$ cat src/rdsm_map.svh
// Offsets, field positions, reset values and timing counts of the reset and supply manager.
// Assumes inclusion by the package through a bare-name include; the core uses its macros from there.
`ifndef RDSM_MAP_SVH
`define RDSM_MAP_SVH

// AXI4-Lite byte addresses of the block's registers.
`define RDSM_PWR_CTRL_OFS 12'h000
`define RDSM_STATUS_OFS 12'h004
`define RDSM_SWRST_OFS 12'h008

// Field positions inside power_control_reg.
`define RDSM_REG_ON_BIT 0
`define RDSM_DETEN_BIT 1
`define RDSM_VSEL_LO 2
`define RDSM_VSEL_HI 3
`define RDSM_PLUG_IE_BIT 4
`define RDSM_PLUG_BIT 5
`define RDSM_ITMF_BIT 6
`define RDSM_ITPF_BIT 7
`define RDSM_PWR_CTRL_RST 8'h00

// Sequencer timing in cycles and the width of its counter in bits.
`define RDSM_SA_DELAY 512
`define RDSM_USB_DELAY 256
`define RDSM_FETCH_CYCLES 2
`define RDSM_CNT_W 10

// Regulator voltage codes.
`define RDSM_VSEL_3V5 2'h0
`define RDSM_VSEL_3V4 2'h1
`define RDSM_VSEL_3V3 2'h2
`define RDSM_VSEL_2V8 2'h3

// PLL frequency and core clock caps in MHz.
`define RDSM_PLL_MHZ 8'h30
`define RDSM_USB_CORE_MHZ 8'h08
`define RDSM_SA_CORE_MHZ 8'h06

`endif

$ cat src/rdsm_pkg.sv
// Types shared by the reset delay and supply mode manager.
// Assumes rdsm_map.svh is on the include path.
package rdsm_pkg;
  `include "rdsm_map.svh"

  typedef enum logic [2:0] {
    RDSM_ST_ACTIVE = 3'b000,
    RDSM_ST_WAIT_LOCK = 3'b001,
    RDSM_ST_DELAY = 3'b010,
    RDSM_ST_FETCH = 3'b011,
    RDSM_ST_RUN = 3'b100
  } rdsm_state_e;

  typedef struct packed {
    logic awvalid;
    logic [11:0] awaddr;
    logic wvalid;
    logic [31:0] wdata;
    logic [3:0] wstrb;
    logic bready;
    logic arvalid;
    logic [11:0] araddr;
    logic rready;
  } rdsm_axi_req_s;

  typedef struct packed {
    logic awready;
    logic wready;
    logic bvalid;
    logic [1:0] bresp;
    logic arready;
    logic rvalid;
    logic [31:0] rdata;
    logic [1:0] rresp;
  } rdsm_axi_rsp_s;

  typedef struct packed {
    logic pll_enable;
    logic usb_enable;
    logic [7:0] core_max_mhz;
    logic clk_from_xtal_div;
  } rdsm_clk_ctrl_s;
endpackage

$ cat src/rdsm_sync.sv
// Two-flop synchroniser for a vector of asynchronous levels.
// Assumes the inputs come from analog detectors or pins outside the clock domain.
`timescale 1ns/10ps
module rdsm_sync #(
  parameter int W = 4
) (
  input wire logic clk_sys_i,
  input wire logic sys_rst_i,
  input wire logic [W-1:0] async_i,
  output logic [W-1:0] sync_o
);
  logic [W-1:0] meta_q;
  logic [W-1:0] sync_q;

  always_ff @(posedge clk_sys_i) begin
    if (sys_rst_i) begin
      meta_q <= '0;
      sync_q <= '0;
    end else begin
      meta_q <= async_i;
      sync_q <= meta_q;
    end
  end

  assign sync_o = sync_q;
endmodule

$ cat src/rdsm_core.sv
// Reset delay sequencer and supply mode manager with an AXI4-Lite register slave.
// Assumes the analog detectors give raw levels and the pin pad resolves the enables.
// How it works
// RQ1 - Stand-alone: hold reset 512 cycles after active phase
// RQ2 - USB mode: 256 cycles counted from PLL lock
// RQ3 - Vector fetch lasts exactly two cycles
// RQ4 - Low-voltage reset uses rising and falling thresholds
// RQ5 - Drive reset pin low during low-voltage reset
// RQ6 - Single supply: software leaves plug interrupt disabled
// RQ7 - USB modes: PLL 48 MHz, USB on, 8 MHz
// RQ8 - Stand-alone: PLL off, USB off, 6 MHz, switch floating
// RQ9 - USB mode: drive supply switch low, even in reset
// RQ10 - Dual supply: option byte and software enable interrupt
// RQ11 - Plug interrupt at rising threshold when enabled
// RQ12 - Software resets after plug to enter USB mode
// RQ13 - Software reset floats every I/O port
// RQ14 - USB-mode unplug at falling threshold raises interrupt
// RQ15 - Software resets before supply drops below PLL minimum
// RQ16 - After unplug reset: switch floats, PLL stops, crystal divides
// RQ17 - Software clears regulator_enable when supply is external
// RQ18 - Regulator level selectable among four voltages
// RQ19 - Voltage code 00 3.5V, 01 3.4V, 10 3.3V, 11 2.8V
// RQ20 - Interrupt on plug_detect rising edge when enabled
// RQ21 - Delay mode sampled at phase end, restarts on reset
`timescale 1ns/10ps
module rdsm_core (
  input wire logic clk_sys_i,
  input wire logic sys_rst_i,
  input wire rdsm_pkg::rdsm_axi_req_s axi_req_i,
  output rdsm_pkg::rdsm_axi_rsp_s axi_rsp_o,
  input wire logic ext_reset_n_i,
  input wire logic watchdog_reset_i,
  input wire logic vdd_above_rising_i,
  input wire logic vdd_above_falling_i,
  input wire logic usb_above_rising_i,
  input wire logic usb_above_falling_i,
  input wire logic pll_lock_i,
  output logic reset_pin_o,
  output logic reset_pin_oe_o,
  output logic core_reset_o,
  output logic vector_fetch_o,
  output logic io_float_o,
  output logic usb_supply_switch_out_o,
  output logic usb_supply_switch_out_oe_o,
  output rdsm_pkg::rdsm_clk_ctrl_s clk_ctrl_o,
  output logic regulator_enable_o,
  output logic [1:0] regulator_voltage_sel_o,
  output logic [1:0] regulator_level_code_o,
  output logic detector_power_down_o,
  output logic plug_irq_o
);
  import rdsm_pkg::*;

  // Synchronised analog and pin levels.
  logic [5:0] raw_in;
  logic [5:0] syn;
  assign raw_in = {~ext_reset_n_i, vdd_above_rising_i, vdd_above_falling_i,
                   usb_above_rising_i, usb_above_falling_i, pll_lock_i};

  rdsm_sync #(.W(6)) u_sync (
    .clk_sys_i(clk_sys_i),
    .sys_rst_i(sys_rst_i),
    .async_i(raw_in),
    .sync_o(syn)
  );

  wire ext_rst = syn[5];
  wire vdd_rise_ok = syn[4];
  wire vdd_fall_ok = syn[3];
  wire usb_rise_raw = syn[2];
  wire usb_fall_raw = syn[1];
  wire pll_lock = syn[0];

  // Registers.
  logic reg_on_q, reg_on_d;
  logic deten_q, deten_d;
  logic [1:0] vsel_q, vsel_d;
  logic plug_ie_q, plug_ie_d;
  logic plug_q, plug_d;
  logic plug_irq_q, plug_irq_d;
  logic vdd_good_q, vdd_good_d;
  logic usb_mode_q, usb_mode_d;
  logic sw_rst_q, sw_rst_d;
  logic sw_rst_seen_q, sw_rst_seen_d;
  logic cnt_usb_q, cnt_usb_d;
  logic [`RDSM_CNT_W-1:0] cnt_q, cnt_d;
  rdsm_state_e state_q, state_d;

  // Detector power-down forces the threshold flags high.
  wire itpf = usb_rise_raw | deten_q;
  wire itmf = usb_fall_raw | deten_q;

  // Low-voltage detector with hysteresis.
  // Good once above the rising threshold, bad once below the falling one.
  always_comb begin
    vdd_good_d = vdd_good_q;
    if (vdd_rise_ok) begin
      vdd_good_d = 1'b1; // see RQ4
    end else if (!vdd_fall_ok) begin
      vdd_good_d = 1'b0; // see RQ4
    end
  end

  // Plug state: set above rising threshold, cleared below falling threshold.
  always_comb begin
    plug_d = plug_q;
    if (itpf) begin
      plug_d = 1'b1; // see RQ11
    end else if (!itmf) begin
      plug_d = 1'b0; // see RQ14
    end
  end

  wire low_vdd_reset = !vdd_good_q;
  wire any_reset = low_vdd_reset | ext_rst | watchdog_reset_i | sw_rst_q;
  wire plug_rise = plug_d & !plug_q;

  // AXI4-Lite slave: one write and one read at a time.
  logic aw_hold_q, aw_hold_d;
  logic w_hold_q, w_hold_d;
  logic [11:0] awaddr_q, awaddr_d;
  logic [31:0] wdata_q, wdata_d;
  logic [3:0] wstrb_q, wstrb_d;
  logic bvalid_q, bvalid_d;
  logic [1:0] bresp_q, bresp_d;
  logic rvalid_q, rvalid_d;
  logic [31:0] rdata_q, rdata_d;
  logic [1:0] rresp_q, rresp_d;

  wire awready = !aw_hold_q && !bvalid_q;
  wire wready = !w_hold_q && !bvalid_q;
  wire aw_fire = axi_req_i.awvalid && awready;
  wire w_fire = axi_req_i.wvalid && wready;
  wire aw_have = aw_hold_q || aw_fire;
  wire w_have = w_hold_q || w_fire;
  wire wr_go = aw_have && w_have;
  wire [11:0] wr_addr = aw_hold_q ? awaddr_q : axi_req_i.awaddr;
  wire [31:0] wr_data = w_hold_q ? wdata_q : axi_req_i.wdata;
  wire [3:0] wr_strb = w_hold_q ? wstrb_q : axi_req_i.wstrb;
  wire arready = !rvalid_q;
  wire ar_fire = axi_req_i.arvalid && arready;

  function automatic logic addr_mapped(input logic [11:0] a);
    addr_mapped = (a == `RDSM_PWR_CTRL_OFS) || (a == `RDSM_STATUS_OFS) ||
                  (a == `RDSM_SWRST_OFS);
  endfunction

  wire wr_ctrl = wr_go && (wr_addr == `RDSM_PWR_CTRL_OFS) && wr_strb[0];
  wire wr_swrst = wr_go && (wr_addr == `RDSM_SWRST_OFS) && wr_strb[0] && wr_data[0];

  wire [7:0] ctrl_view = {itpf, itmf, plug_q, plug_ie_q, vsel_q, deten_q, reg_on_q};
  wire [31:0] status_view = {24'h0000_00, 3'h0, usb_mode_q, plug_irq_q,
                             sw_rst_seen_q, low_vdd_reset, state_q == RDSM_ST_RUN};

  always_comb begin
    aw_hold_d = aw_hold_q;
    w_hold_d = w_hold_q;
    awaddr_d = awaddr_q;
    wdata_d = wdata_q;
    wstrb_d = wstrb_q;
    bvalid_d = bvalid_q;
    bresp_d = bresp_q;
    rvalid_d = rvalid_q;
    rdata_d = rdata_q;
    rresp_d = rresp_q;
    if (aw_fire) begin
      aw_hold_d = 1'b1;
      awaddr_d = axi_req_i.awaddr;
    end
    if (w_fire) begin
      w_hold_d = 1'b1;
      wdata_d = axi_req_i.wdata;
      wstrb_d = axi_req_i.wstrb;
    end
    if (wr_go) begin
      aw_hold_d = 1'b0;
      w_hold_d = 1'b0;
      bvalid_d = 1'b1;
      bresp_d = addr_mapped(wr_addr) ? 2'h0 : 2'h2;
    end else if (bvalid_q && axi_req_i.bready) begin
      bvalid_d = 1'b0;
    end
    if (ar_fire) begin
      rvalid_d = 1'b1;
      rresp_d = addr_mapped(axi_req_i.araddr) ? 2'h0 : 2'h2;
      if (axi_req_i.araddr == `RDSM_PWR_CTRL_OFS) begin
        rdata_d = {24'h0000_00, ctrl_view};
      end else if (axi_req_i.araddr == `RDSM_STATUS_OFS) begin
        rdata_d = status_view;
      end else begin
        rdata_d = 32'h0000_0000;
      end
    end else if (rvalid_q && axi_req_i.rready) begin
      rvalid_d = 1'b0;
    end
  end

  // Software-owned control bits and the plug interrupt flag.
  always_comb begin
    reg_on_d = reg_on_q;
    deten_d = deten_q;
    vsel_d = vsel_q;
    plug_ie_d = plug_ie_q;
    plug_irq_d = plug_irq_q;
    if (wr_ctrl) begin
      reg_on_d = wr_data[`RDSM_REG_ON_BIT];
      deten_d = wr_data[`RDSM_DETEN_BIT];
      vsel_d = wr_data[`RDSM_VSEL_HI:`RDSM_VSEL_LO]; // see RQ18
      plug_ie_d = wr_data[`RDSM_PLUG_IE_BIT];
      // Writing one to the plug bit clears the pending request.
      if (wr_data[`RDSM_PLUG_BIT]) begin
        plug_irq_d = 1'b0;
      end
    end
    // A new edge wins over a simultaneous clear; an unplug only counts in USB mode.
    if ((plug_rise || (usb_mode_q && plug_q && !plug_d)) && plug_ie_q) begin
      plug_irq_d = 1'b1; // see RQ20 RQ14
    end
    if (!plug_ie_q) begin
      plug_irq_d = 1'b0; // see RQ11
    end
  end

  // Software reset request and the supply mode it latches.
  always_comb begin
    sw_rst_d = wr_swrst;
    sw_rst_seen_d = sw_rst_seen_q | wr_swrst;
    usb_mode_d = usb_mode_q;
    // The supply mode changes only while a reset is active.
    if (any_reset) begin
      usb_mode_d = plug_q; // see RQ9
    end
  end

  // Reset sequencer.
  always_comb begin
    state_d = state_q;
    cnt_d = cnt_q;
    cnt_usb_d = cnt_usb_q;
    if (any_reset) begin
      state_d = RDSM_ST_ACTIVE; // see RQ21
      cnt_d = '0;
    end else begin
      unique case (state_q)
        RDSM_ST_ACTIVE: begin
          cnt_usb_d = usb_mode_q; // see RQ21
          cnt_d = '0;
          state_d = usb_mode_q ? RDSM_ST_WAIT_LOCK : RDSM_ST_DELAY;
        end
        RDSM_ST_WAIT_LOCK: begin
          if (pll_lock) begin
            state_d = RDSM_ST_DELAY; // see RQ2
          end
        end
        RDSM_ST_DELAY: begin
          cnt_d = cnt_q + `RDSM_CNT_W'(1);
          if (cnt_usb_q ? (cnt_q == `RDSM_CNT_W'(`RDSM_USB_DELAY - 1)) // see RQ2
                        : (cnt_q == `RDSM_CNT_W'(`RDSM_SA_DELAY - 1))) begin // see RQ1
            cnt_d = '0;
            state_d = RDSM_ST_FETCH;
          end
        end
        RDSM_ST_FETCH: begin
          cnt_d = cnt_q + `RDSM_CNT_W'(1);
          if (cnt_q == `RDSM_CNT_W'(`RDSM_FETCH_CYCLES - 1)) begin
            state_d = RDSM_ST_RUN; // see RQ3
          end
        end
        RDSM_ST_RUN: begin
          state_d = RDSM_ST_RUN;
        end
        default: begin
          state_d = RDSM_ST_ACTIVE;
        end
      endcase
    end
  end

  always_ff @(posedge clk_sys_i) begin
    if (sys_rst_i) begin
      reg_on_q <= 1'b0;
      deten_q <= 1'b0;
      vsel_q <= `RDSM_VSEL_3V5;
      plug_ie_q <= 1'b0; // see RQ6
      plug_q <= 1'b0;
      plug_irq_q <= 1'b0;
      vdd_good_q <= 1'b0;
      usb_mode_q <= 1'b0;
      sw_rst_q <= 1'b0;
      sw_rst_seen_q <= 1'b0;
      cnt_usb_q <= 1'b0;
      cnt_q <= '0;
      state_q <= RDSM_ST_ACTIVE;
    end else begin
      reg_on_q <= reg_on_d;
      deten_q <= deten_d;
      vsel_q <= vsel_d;
      plug_ie_q <= plug_ie_d;
      plug_q <= plug_d;
      plug_irq_q <= plug_irq_d;
      vdd_good_q <= vdd_good_d;
      usb_mode_q <= usb_mode_d;
      sw_rst_q <= sw_rst_d;
      sw_rst_seen_q <= sw_rst_seen_d;
      cnt_usb_q <= cnt_usb_d;
      cnt_q <= cnt_d;
      state_q <= state_d;
    end
  end

  always_ff @(posedge clk_sys_i) begin
    if (sys_rst_i) begin
      aw_hold_q <= 1'b0;
      w_hold_q <= 1'b0;
      awaddr_q <= 12'h000;
      wdata_q <= 32'h0000_0000;
      wstrb_q <= 4'h0;
      bvalid_q <= 1'b0;
      bresp_q <= 2'h0;
      rvalid_q <= 1'b0;
      rdata_q <= 32'h0000_0000;
      rresp_q <= 2'h0;
    end else begin
      aw_hold_q <= aw_hold_d;
      w_hold_q <= w_hold_d;
      awaddr_q <= awaddr_d;
      wdata_q <= wdata_d;
      wstrb_q <= wstrb_d;
      bvalid_q <= bvalid_d;
      bresp_q <= bresp_d;
      rvalid_q <= rvalid_d;
      rdata_q <= rdata_d;
      rresp_q <= rresp_d;
    end
  end

  // Bus answers.
  assign axi_rsp_o.awready = awready;
  assign axi_rsp_o.wready = wready;
  assign axi_rsp_o.bvalid = bvalid_q;
  assign axi_rsp_o.bresp = bresp_q;
  assign axi_rsp_o.arready = arready;
  assign axi_rsp_o.rvalid = rvalid_q;
  assign axi_rsp_o.rdata = rdata_q;
  assign axi_rsp_o.rresp = rresp_q;

  // Reset pin is open drain, pulled low through the whole sequence.
  wire in_seq = (state_q != RDSM_ST_RUN);
  assign reset_pin_o = 1'b0;
  assign reset_pin_oe_o = in_seq | low_vdd_reset; // see RQ5
  assign core_reset_o = in_seq;
  assign vector_fetch_o = (state_q == RDSM_ST_FETCH); // see RQ3
  assign io_float_o = in_seq; // see RQ13

  // Supply switch: low in USB mode, floating otherwise.
  assign usb_supply_switch_out_o = 1'b0;
  assign usb_supply_switch_out_oe_o = usb_mode_q; // see RQ9
  assign clk_ctrl_o.pll_enable = usb_mode_q; // see RQ7
  assign clk_ctrl_o.usb_enable = usb_mode_q; // see RQ8
  assign clk_ctrl_o.core_max_mhz = usb_mode_q ? `RDSM_USB_CORE_MHZ : `RDSM_SA_CORE_MHZ;
  assign clk_ctrl_o.clk_from_xtal_div = !usb_mode_q; // see RQ16

  assign regulator_enable_o = reg_on_q;
  assign regulator_voltage_sel_o = vsel_q; // see RQ19
  assign regulator_level_code_o = vsel_q;
  assign detector_power_down_o = deten_q;
  assign plug_irq_o = plug_irq_q; // see RQ11
endmodule

$ cat config.mk
export PLATFORM = sky130hd
export DESIGN_NAME = rdsm_core
export DESIGN_NICKNAME = d
export VERILOG_FILES = /design/src/rdsm_pkg.sv /design/src/rdsm_sync.sv /design/src/rdsm_core.sv
export VERILOG_INCLUDE_DIRS = /design/src
export SDC_FILE = /design/constraint.sdc
export NUM_CORES = 1
export LEC_CHECK = 0
export ABC_AREA = 1
export BUFFER_PORTS_ARGS = -buffer_cell sky130_fd_sc_hd__buf_2
export CAP_MARGIN = 20
export CORE_UTILIZATION = 40
export DETAILED_ROUTE_END_ITERATION = 8
export PLACE_DENSITY = 0.68
export SLEW_MARGIN = 10
export SYNTH_ARGS = -nofsm -noshare
export SYNTH_HDL_FRONTEND = slang
export SYNTH_SLANG_ARGS = --single-unit
$ cat constraint.sdc
create_clock -name clk_sys_i -period 2.2 [get_ports clk_sys_i]
set_clock_uncertainty 0.15 [all_clocks]
set_input_delay 0.22 -clock clk_sys_i [delete_from_list [all_inputs] [get_ports clk_sys_i]]
set_output_delay 0.22 -clock clk_sys_i [all_outputs]
set_load 0.05 [all_outputs]
# After elaboration in Yosys (flattened, before gate mapping)
# Index checks and enable logic that the tools add are counted.
# Widths: inputs -> output; s select.
# totals
ff_bits,96
in_bits,74
output_inout_bits,66
wordCells,125
# op_classes
add_sub_neg,1
eq_ne,16
mux,27
bitwise,11
n_reduce_logical,45
# op_table
cell,n
$pmux 10 s3,1
$eq 12x3->1 const B,2
$eq 12x4->1 const B,2
$logic_not 12->1,2
$logic_and 1x1->1,16
$pmux 3 s5,1
$mux 1,13
$mux 12,1
$add 10x1->10 const B,1
$eq 10x1->1 const B,1
$eq 10x8->1 const B,1
$eq 10x9->1 const B,1
$mux 10,1
$mux 3,3
$logic_not 1->1,8
$mux 8,1
$reduce_bool 2->1,4
$logic_or 1x1->1,7
$or 1x1->1,7
$eq 3x2->1 const B,2
$mux 2,3
$mux 6,1
$ne 2x1->1 const B,3
$reduce_or 2->1,3
other kinds (12),15

# Depth between registers and ports, before layout
# Gate-level depths: netlist of the first run.
# logic_depth
depth_word,9
mapped_depth,12
depth_no_buf,12

# Modules after synthesis
# A second synthesis of the first run with hierarchy kept.
# unflattened
cells_unflattened,495
hier_area_um2,3519.6
# modules_own_cells
mod,n_inst,cells_each,area_each_um2,seq_area_each_um2
rdsm_core,1,458,3178.0,1161.1
rdsm_sync,1,37,341.6,240.2

# Worst setup path before layout of the first run
# No wires, ideal clock.
# synth_path
path_type,reg2reg
from,register state_q[1]
to,register state_q[2]
setup_ps,116
arrival_time_ps,1691
t_required_ps,1934
slack_ps,243
stages_incl_launch_ff,8
path_buffers,0
period_less_slack_ps,1957
path_cell_list,dfxtp_1 > nand2_1 > nor2_1 > inv_1 > o21ai_0 > a21oi_2 > nand2_1 > nor2_1
# synth_between
elab_chain_len,3
word_cells_on_any_way,10
cone_classes,7 x eq/ne; 1 x mux; 2 x reduce/logical
# synth_rtl
item,line,rtl
start: declaration,rdsm_core.sv:87,"rdsm_state_e state_q, state_d;"
start signal: assignment,rdsm_core.sv:307,state_q <= state_d;
$eq 3x2->1 (*),n/a,
via vector_fetch_o,rdsm_core.sv:41,"output logic vector_fetch_o,"
$ne 2x1->1 (no line),n/a,
$reduce_and 3->1 (no line),n/a,
# The timed path passes the listed nets; every way through them passes the cells marked *.
# A chain may end at the register's enable or synchronous reset.

# Worst setup path in the final report of the first run
# layout_path
from,register state_q[0]
to,output port io_float_o
# layout_between
elab_chain_len,1
# layout_rtl
item,line,rtl
$ne 3x3->1,rdsm_core.sv:348,wire in_seq = (state_q != RDSM_ST_RUN);
end: declaration,rdsm_core.sv:42,"output logic io_float_o,"
# Every way passes these cells.

==> results of run 1 <==
[where the power goes]
group	leakage (nW)	internal (mW)	total, mW	switching (mW)
Combinational	1.38	0.160	0.592	0.432
Clock	0.126	0.782	1.27	0.486
Sequential	0.574	1.34	1.39	0.0476
Total	2.08	2.28	3.25	0.966
[area by class of cell]
type / count / area, µm² / area share
repair buffers: 99 / 600.6 / 0.1407
clock buffers: 10 / 137.6 / 0.03225
well taps: 108 / 135.1 / 0.03166
clock inverters: 6 / 108.9 / 0.02551
multi-input cells: 352 / 1644 / 0.3852
flip-flops and latches: 70 / 1401 / 0.3283
inverters: 64 / 240.2 / 0.05629
[cell usage after synthesis, types with 3 or more instances]
| master | count | area, µm² |
|---|---|---|
| a21oi_1 | 21 | 105.1 |
| buf_4 | 47 | 352.8 |
| clkbuf_1 | 5 | 18.77 |
| dfxtp_1 | 70 | 1401 |
| inv_1 | 58 | 217.7 |
| inv_2 | 5 | 18.77 |
| nand2_1 | 84 | 315.3 |
| nand2_2 | 10 | 62.56 |
| nand3_1 | 11 | 55.05 |
| nand4_1 | 4 | 25.02 |
| nor2_1 | 107 | 401.6 |
| nor2_2 | 5 | 31.28 |
| nor3_1 | 4 | 20.02 |
| o21a_1 | 3 | 22.52 |
| o21ai_0 | 40 | 200.2 |
[per-layer routing]
layer  up-vias  routed length (µm)  share of wire
li1       1683                   -              -
met1      1436                3687           0.48
met2        82                3493           0.45
met3        17                 320          0.042
met4         0                 198          0.026
met5         -                   0              0
[sequential cells by signal (all words and copies together) (netlist names), 2 cells and up]
signal and flops:
awaddr_q 12, cnt_q 10, rdata_q 8, regulator_level_code_o 2, state_q 3, u_sync.meta_q 6, u_sync.sync_o 6, wdata_q 6
[through the flow]
| step | hold WS, ps | util | cell area [µm²] |
|---|---|---|---|
| 2_1_floorplan | 136.7 | - | 3679 |
| 3_3_place_gp | 231.2 | 0.4403 | 3821 |
| 3_5_place_dp | 233.2 | 0.4403 | 3821 |
| 4_1_cts | 11.35 | 0.4918 | 4268 |
| 5_1_grt | 21.56 | 0.4918 | 4268 |
| 6_report | 29.47 | 0.4918 | 4268 |
[worst max-delay path by stage]
stage,from,cells past startpoint,slack [ps],end
2_1_floorplan,state_q[1],7,240,state_q[2]
5_1_grt,w_hold_q,7,340,plug_ie_q
6_report,state_q[0],5,490,io_float_o
4_1_cts,state_q[0],5,470,io_float_o
3_5_place_dp,cnt_q[0],10,530,cnt_q[8]
3_3_place_gp,cnt_q[0],10,540,cnt_q[8]
[cell families after synthesis]
| logic type | share of synthesized area |
|---|---|
| other | 0.001054 |
| xor gates and xnor gates | 0.007385 |
| and+or+nand+nor | 0.2989 |
| AOI/OAI and AO/OA | 0.1139 |
| DFF | 0.3938 |
| buffers and inverters | 0.1779 |
| adders and majority gates | 0.007031 |
[worst reg2reg max path, stage by stage (launching register included)]
cell,delay (ps)
dfxtp_1,400
ha_1,210
nand2_1,70
nor2_2,130
nand2_2,80
nor2_2,110
nand2_2,80
nand2_2,90
nand3_2,90
nand2_2,130
nor2_1,60
[cells in the final DEF (no fill, tap or decap), types with 10 or more instances in the layout]
cell	instances
nor2_1	107
nand2_1	84
buf_2	77
dfxtp_1	70
inv_1	58
o21ai_0	40
conb_1	33
a21oi_1	21
dlygate4sd3_1	20
nand3_1	11
nand2_2	10
clkbuf_8	10
==> results.md, run 1 <==
* Pwr Total at around 3.2 mW
* RD Place Congestion at about 0.84
* Drt drc at 0
* Finished Layout Cells at just over 700
* Worst path top cell family by delay: buffers and inverters
* Busiest grt layer: met2
* Setup WS pre-CTS at 534.2 ps
* Dpl hpwl at 5568 µm
* First-pass GRT wire length at 12370 µm
* Die Y at 96.32 µm
* # Max-Cap Violations at 0
* Static leakage at just over 2 nW
* Final hold vios at 0
* Hold buffer count at CTS at 20
* R2R depth at 10
* # rows at 34
* Critical path buffers and inverters at 3
* Post-cts sizing count at 0
* Placed cell count at 673
* Internal reg-to-reg setup slack at 500 ps
* Diodes inserted at 0
* GR Util met3 at 0.03476
* IO Count at 140
* Layout cell share with drive strength beyond 1 at 0.2146
* Yosys cell types at 40
* Pre-Repair DR Iteration Count at 4
* Total Wirelength at slightly below 8000 µm
* Drt via density at ~4.5
* Crit path cell chain: nor2_1 -> inv_1 -> nor2_1 -> inv_1 -> buf_2
* I/O Buffers at 77
* Initial DRC Count at 70
* Syn Area/Cell at between 6 and 7 µm²
* Max stage delay on crit path at between 300 and 400 ps
* WL/cell at between 10 and 15 µm
* CP endpoint kind: output pin
* CTS Root Cell: clkbuf_8
* Sequential-to-total area share from yosys stat at 0.3938
* CTS tree: done
* Clock sinks at 70
* Netlist Area Pre-Place at 0.003558 mm²
* Ys flop type: dfxtp_1
* HP Start: axi_req_i[58]
* Number of buffers created by CTS at 9
* Via count of the first global-routing pass at 2813
* Starting density of the core at 0.4100
* GRT met2 Usage at 0.2914
* Number of synthesized flops with an enable pin at 0
* Die X at 96.32 µm
* Worst R2R End: cnt_q[9]
* Core Area at 0.008678 mm²
* Critical-path maximum fanout at 4
* Cells after Synth at around 500
* PwrDens at between 700 and 800 mW/mm²
* Tot GR Track Use at 0.1744
* Setup TNS at 0 ps
* Max clock buf depth at 2
* Remaining global-route overflow at 0
* Min-delay worst type: in2reg
* DIE AREA at 0.009278 mm²
* Largest net degree at the start of global routing at 32
* Routed vias at 3218
* Antenna Nets Post-Route at 0
* Initial antenna violation count at 0
* Post-CTS Setup Inserts at 0
* Setup CP Type: reg2out
* Clock transition at the registers of the reported paths at around 80 ps
* CP max-delay cell: dfxtp_1
* Number of nets in the layout at 672
* WHS Endpoint: awaddr_q[6]
* Outcome: completed
* Number of fill cells at 875
* Unrepaired setup endpoints after global routing: false
* Number of endpoints failing setup at the final stage at 0
* Yosys reg bits at 70
* Period Utilization, post-route at 0.7785
* Met1 Use GR at 0.2171
* Time the worst path needs with I/O delays and setup at 1713 ps
* Ys Warns at 0
* Peak supply drop at approximately 320 µV
* Max Clk Rate at 583.9 MHz
* R2r startpoint: cnt_q[0]
* Slew Limit Fails at 0
* Area grow syn2layout at 19.94%
* Final worst setup slack at approximately 500 ps
* WP data required at 1830 ps
* FFs w/ async S/R, synth at 0
* Arr. time, crit path at 1340 ps
* Worst Hold Path Cells at 3
* Worst-skew pair later-pin latency at approximately 340 ps
* Startpoint Class: register
* H-tree levels at 3
(Power assumes the default switching activity.)
==> inputs of run 2 (changes only) <==
- ABC_AREA: 1 -> 0
- clock period: 2.2 -> 1.8 ns (I/O delays scaled with it)
==> run 2 against run 1 <==
Effect of this change: the run now ends with setup timing left; via count is 5.0% lower; sequential power is 19% higher; clock power hardly changed; final area is 2.9% higher; synthesized area is 3.6% lower; sequential share of layout area is 0.81 points lower; global-route usage is 0.43 points higher; critical path depth is 1 higher; wire length is 2.8% lower; register-to-register slack worse by 590 ps; largest cell class unchanged; first-iteration DRC count is 20% higher.
==> results.md, run 2 <==
* Netlist Area Pre-Place at 0.003430 mm² (-3.6%)
* Number of endpoints failing setup at the final stage at 5 (+5)
* CP most frequent cell: buf_4
* Remaining global-route overflow at 0 (unchanged)
* Clock sinks at 70 (unchanged)
* Commonest cells in the netlist: dfxtp_1 (70), buf_4 (47), nor2_1 (42)
* Final worst setup slack at -94.35 ps (-581.7 ps)
* CTS Root Cell: clkbuf_8
* Largest net degree at the start of global routing at 53 (+66%)
* Slew Limit Fails at 0 (unchanged)
* Area grow syn2layout at 28.06%
* Max stage delay on crit path at 400 ps (+20 ps)
* Number of nets in the layout at 587 (-13%)
* Die X at 94.60 µm (-1.8%)
* Setup WS pre-CTS at -133.7 ps (-667.9 ps)
* Setup CP Type: reg2reg
* Cells after Synth at 400 (-21%)
* Outcome: complete, but fails checks
* Final hold vios at 0 (unchanged)
* Pwr Total at 3.537 mW (+8.9%)
* Starting density of the core at 0.4153 (+0.005268)
* Largest registers: awaddr_q: 12 flops, cnt_q: 10 flops, rdata_q: 8 flops
* Yosys reg bits at 70 (unchanged)
* Slew @ Worst Pin at between 500 and 600 ps
* Min-delay worst type: in2reg
* Failing checks: setup timing
* Time the worst path needs with I/O delays and setup at 1894 ps
* PwrDens at 805.3 mW/mm² (+5.8%)
* CP endpoint kind: register
* Crit path cell chain: buf_4 -> nor2_1 -> nand3_1 -> a2111oi_4 -> buf_4 -> mux2_4
* Dpl hpwl at 5363 µm (-3.7%)
* Commonest non-fill, non-tap cells in the layout: buf_2 (76), dfxtp_1 (66), nor2_1 (41)
* RD Place Congestion at 0.9177 (+8.7%)
* Syn Area/Cell at 8.574 µm² (+23%)
* Sequential-to-total area share from yosys stat at 0.4086 (+0.01480)
* Yosys cell types at 51 (+28%)
* Worst-skew pair later-pin latency at 350 ps (about the same)
* Diodes inserted at 0 (unchanged)
* FFs w/ async S/R, synth at 0 (unchanged)
* I/O Buffers at 77 (unchanged)
* Initial DRC Count at 84 (+20%)
* Antenna Nets Post-Route at 0 (unchanged)
* Number of synthesized flops with an enable pin at 0 (unchanged)
* Critical-path maximum fanout at 5 (+1)
* Critical path buffers and inverters at 2 (-1)
* Peak supply drop at 468.3 µV (+46%)
* Core Area at 0.008258 mm² (-4.8%)
* Most common cell in the netlist: dfxtp_1
* Static leakage at 1.838 nW (-12%)
* Tot GR Track Use at 0.1787 (+0.004251)
* Ys Warns at 0 (unchanged)
* Period Utilization, post-route at 1.052
* Top-area cell type share of the netlist area at 0.4086 (+0.01480)
* Routed vias at 3058 (-5.0%)
* Clock transition at the registers of the reported paths at 80 ps (about the same)
* Startpoint Class: register
* Max reg flops at 12 (unchanged)
* Initial antenna violation count at 0 (unchanged)
* WL/cell at 12.05 µm (+11%)
* DIE AREA at 0.008948 mm² (-3.5%)
* First-pass GRT wire length at 12420 µm (+0.40%)
* IO Count at 140 (unchanged)
* Worst relative slew slack at 0.6525
* WP data required at 1900 ps (+70 ps)
* Max Clk Rate at around 530 MHz
* Number of buffers created by CTS at 9 (unchanged)
* # rows at 33 (-2.9%)
* Register name with the most flops: awaddr_q
* Ys flop type: dfxtp_1
* # Max-Cap Violations at 0 (unchanged)
* Arr. time, crit path at 1990 ps (+650 ps)
* Post-synth top area cell: dfxtp_1
* Total Wirelength at 7483 µm (-2.8%)
* CTS tree: done
* Drt drc at 0 (unchanged)
* Pre-Repair DR Iteration Count at 4 (unchanged)
* Number of fill cells at 760 (-13%)
* Die Y at 94.60 µm (-1.8%)
* Worst path top cell family by delay: compound AO/OA/AOI/OAI gates
* Max clock buf depth at 2 (unchanged)
* Unrepaired setup endpoints after global routing: true
* H-tree levels at 3 (unchanged)
* Commonest non-fill, non-tap cell in the layout: buf_2
* Drt via density at 4.924 (+8.5%)
* Largest cells by area after synthesis: dfxtp_1 (41%), buf_4 (10%), mux2i_1 (5.8%)
* Layout cell share with drive strength beyond 1 at 0.2907 (+0.07606)
* CP max-delay cell: a2111oi_4
* Via count of the first global-routing pass at 2750 (-2.2%)
run 2: changes by cell type in the layout (fill, tap and decap cells not counted), moves of 16 or more:
| cell | previous run | this run |
|---|---|---|
| nand2_1 | 84 | 39 |
| o21ai_0 | 40 | 7 |
| inv_1 | 58 | 6 |
| nor2b_1 | 0 | 16 |
| nor2_1 | 107 | 41 |
| buf_4 | 2 | 33 |
| mux2i_1 | 0 | 20 |
run 2: through the flow:
stage | instance area (µm²) | TNS, ps | hold WS, ps | util | instances
2_1_floorplan | 3557 | -129.3 | 96.69 | - | 432
3_3_place_gp | 3895 | -565.1 | 203.7 | 0.4717 | 580
3_5_place_dp | 3895 | -498.7 | 208.5 | 0.4717 | 580
4_1_cts | 4333 | -449.7 | 37.89 | 0.5247 | 620
5_1_grt | 4392 | -837.0 | 66.35 | 0.5318 | 621
6_report | 4392 | -333.7 | 60.51 | 0.5318 | 621
run 2: metal layers:
metal  up-vias  GRT usage  share of wire
met3        12    0.02899          0.060
met1      1404     0.2262           0.45
li1       1521          -              -
met2       121     0.2929           0.47
met4         0    0.09091          0.020
met5         -          0              0
run 2: final timing paths:
path	endpoint	start	depth (start not counted)	slack (ps)
hold reg to reg	u_sync.sync_o[3]	u_sync.meta_q[3]	1	290
setup reg to reg	regulator_level_code_o[0]	aw_hold_q	6	-90
hold / removal	awaddr_q[10]	axi_req_i[62]	4	60
setup / recovery	regulator_level_code_o[0]	aw_hold_q	6	-90
run 2: area by class of cell:
class	instances	area, µm²	share of cell area
Multi-Input combinational cell	289	1748	0.3980
Sequential cell	70	1406	0.3202
Timing Repair Buffer	134	888.4	0.2023
Clock buffer	11	131.4	0.02991
Tap cell	105	131.4	0.02991
Clock inverter	5	60.06	0.01368
Inverter	7	26.28	0.005983
run 2: power by group:
group          leakage [nW]  switching (mW)  internal [mW]
logic                  1.17           0.423          0.228
registers             0.573          0.0360           1.61
clock network        0.0935           0.597          0.643
total                  1.84            1.06           2.48
run 2: what timing repair did:
action	in CTS	in global routing
hold buffers	24	0
setup endpoints to repair	8	19
setup buffers	0	1
hold endpoints to repair	25	0
resized for setup	4	10
pin swaps	1	5
run 2: kinds of logic (layout without fill, tap and decap cells):
logic type | after synthesis | count (layout) | synth area share
AO/OA/AOI/OAI | 63 | 63 | 0.1215
adder cells (fa/ha/maj) | 2 | 2 | 0.007295
XOR/XNOR | 5 | 5 | 0.01277
AND/OR/NAND/NOR | 159 | 159 | 0.2328
multiplexers | 27 | 27 | 0.08354
buffers and inverters | 73 | 157 | 0.1324
flip-flops | 70 | 70 | 0.4086
other | 1 | 33 | 0.001093
run 2: worst register-to-register path: cells and delay by family, from the launching register on:
kind            cells  cell delay [ps]
flops               1              340
buf+inv             2              350
mux                 1              290
simple gates        2              260
compound gates      1              400
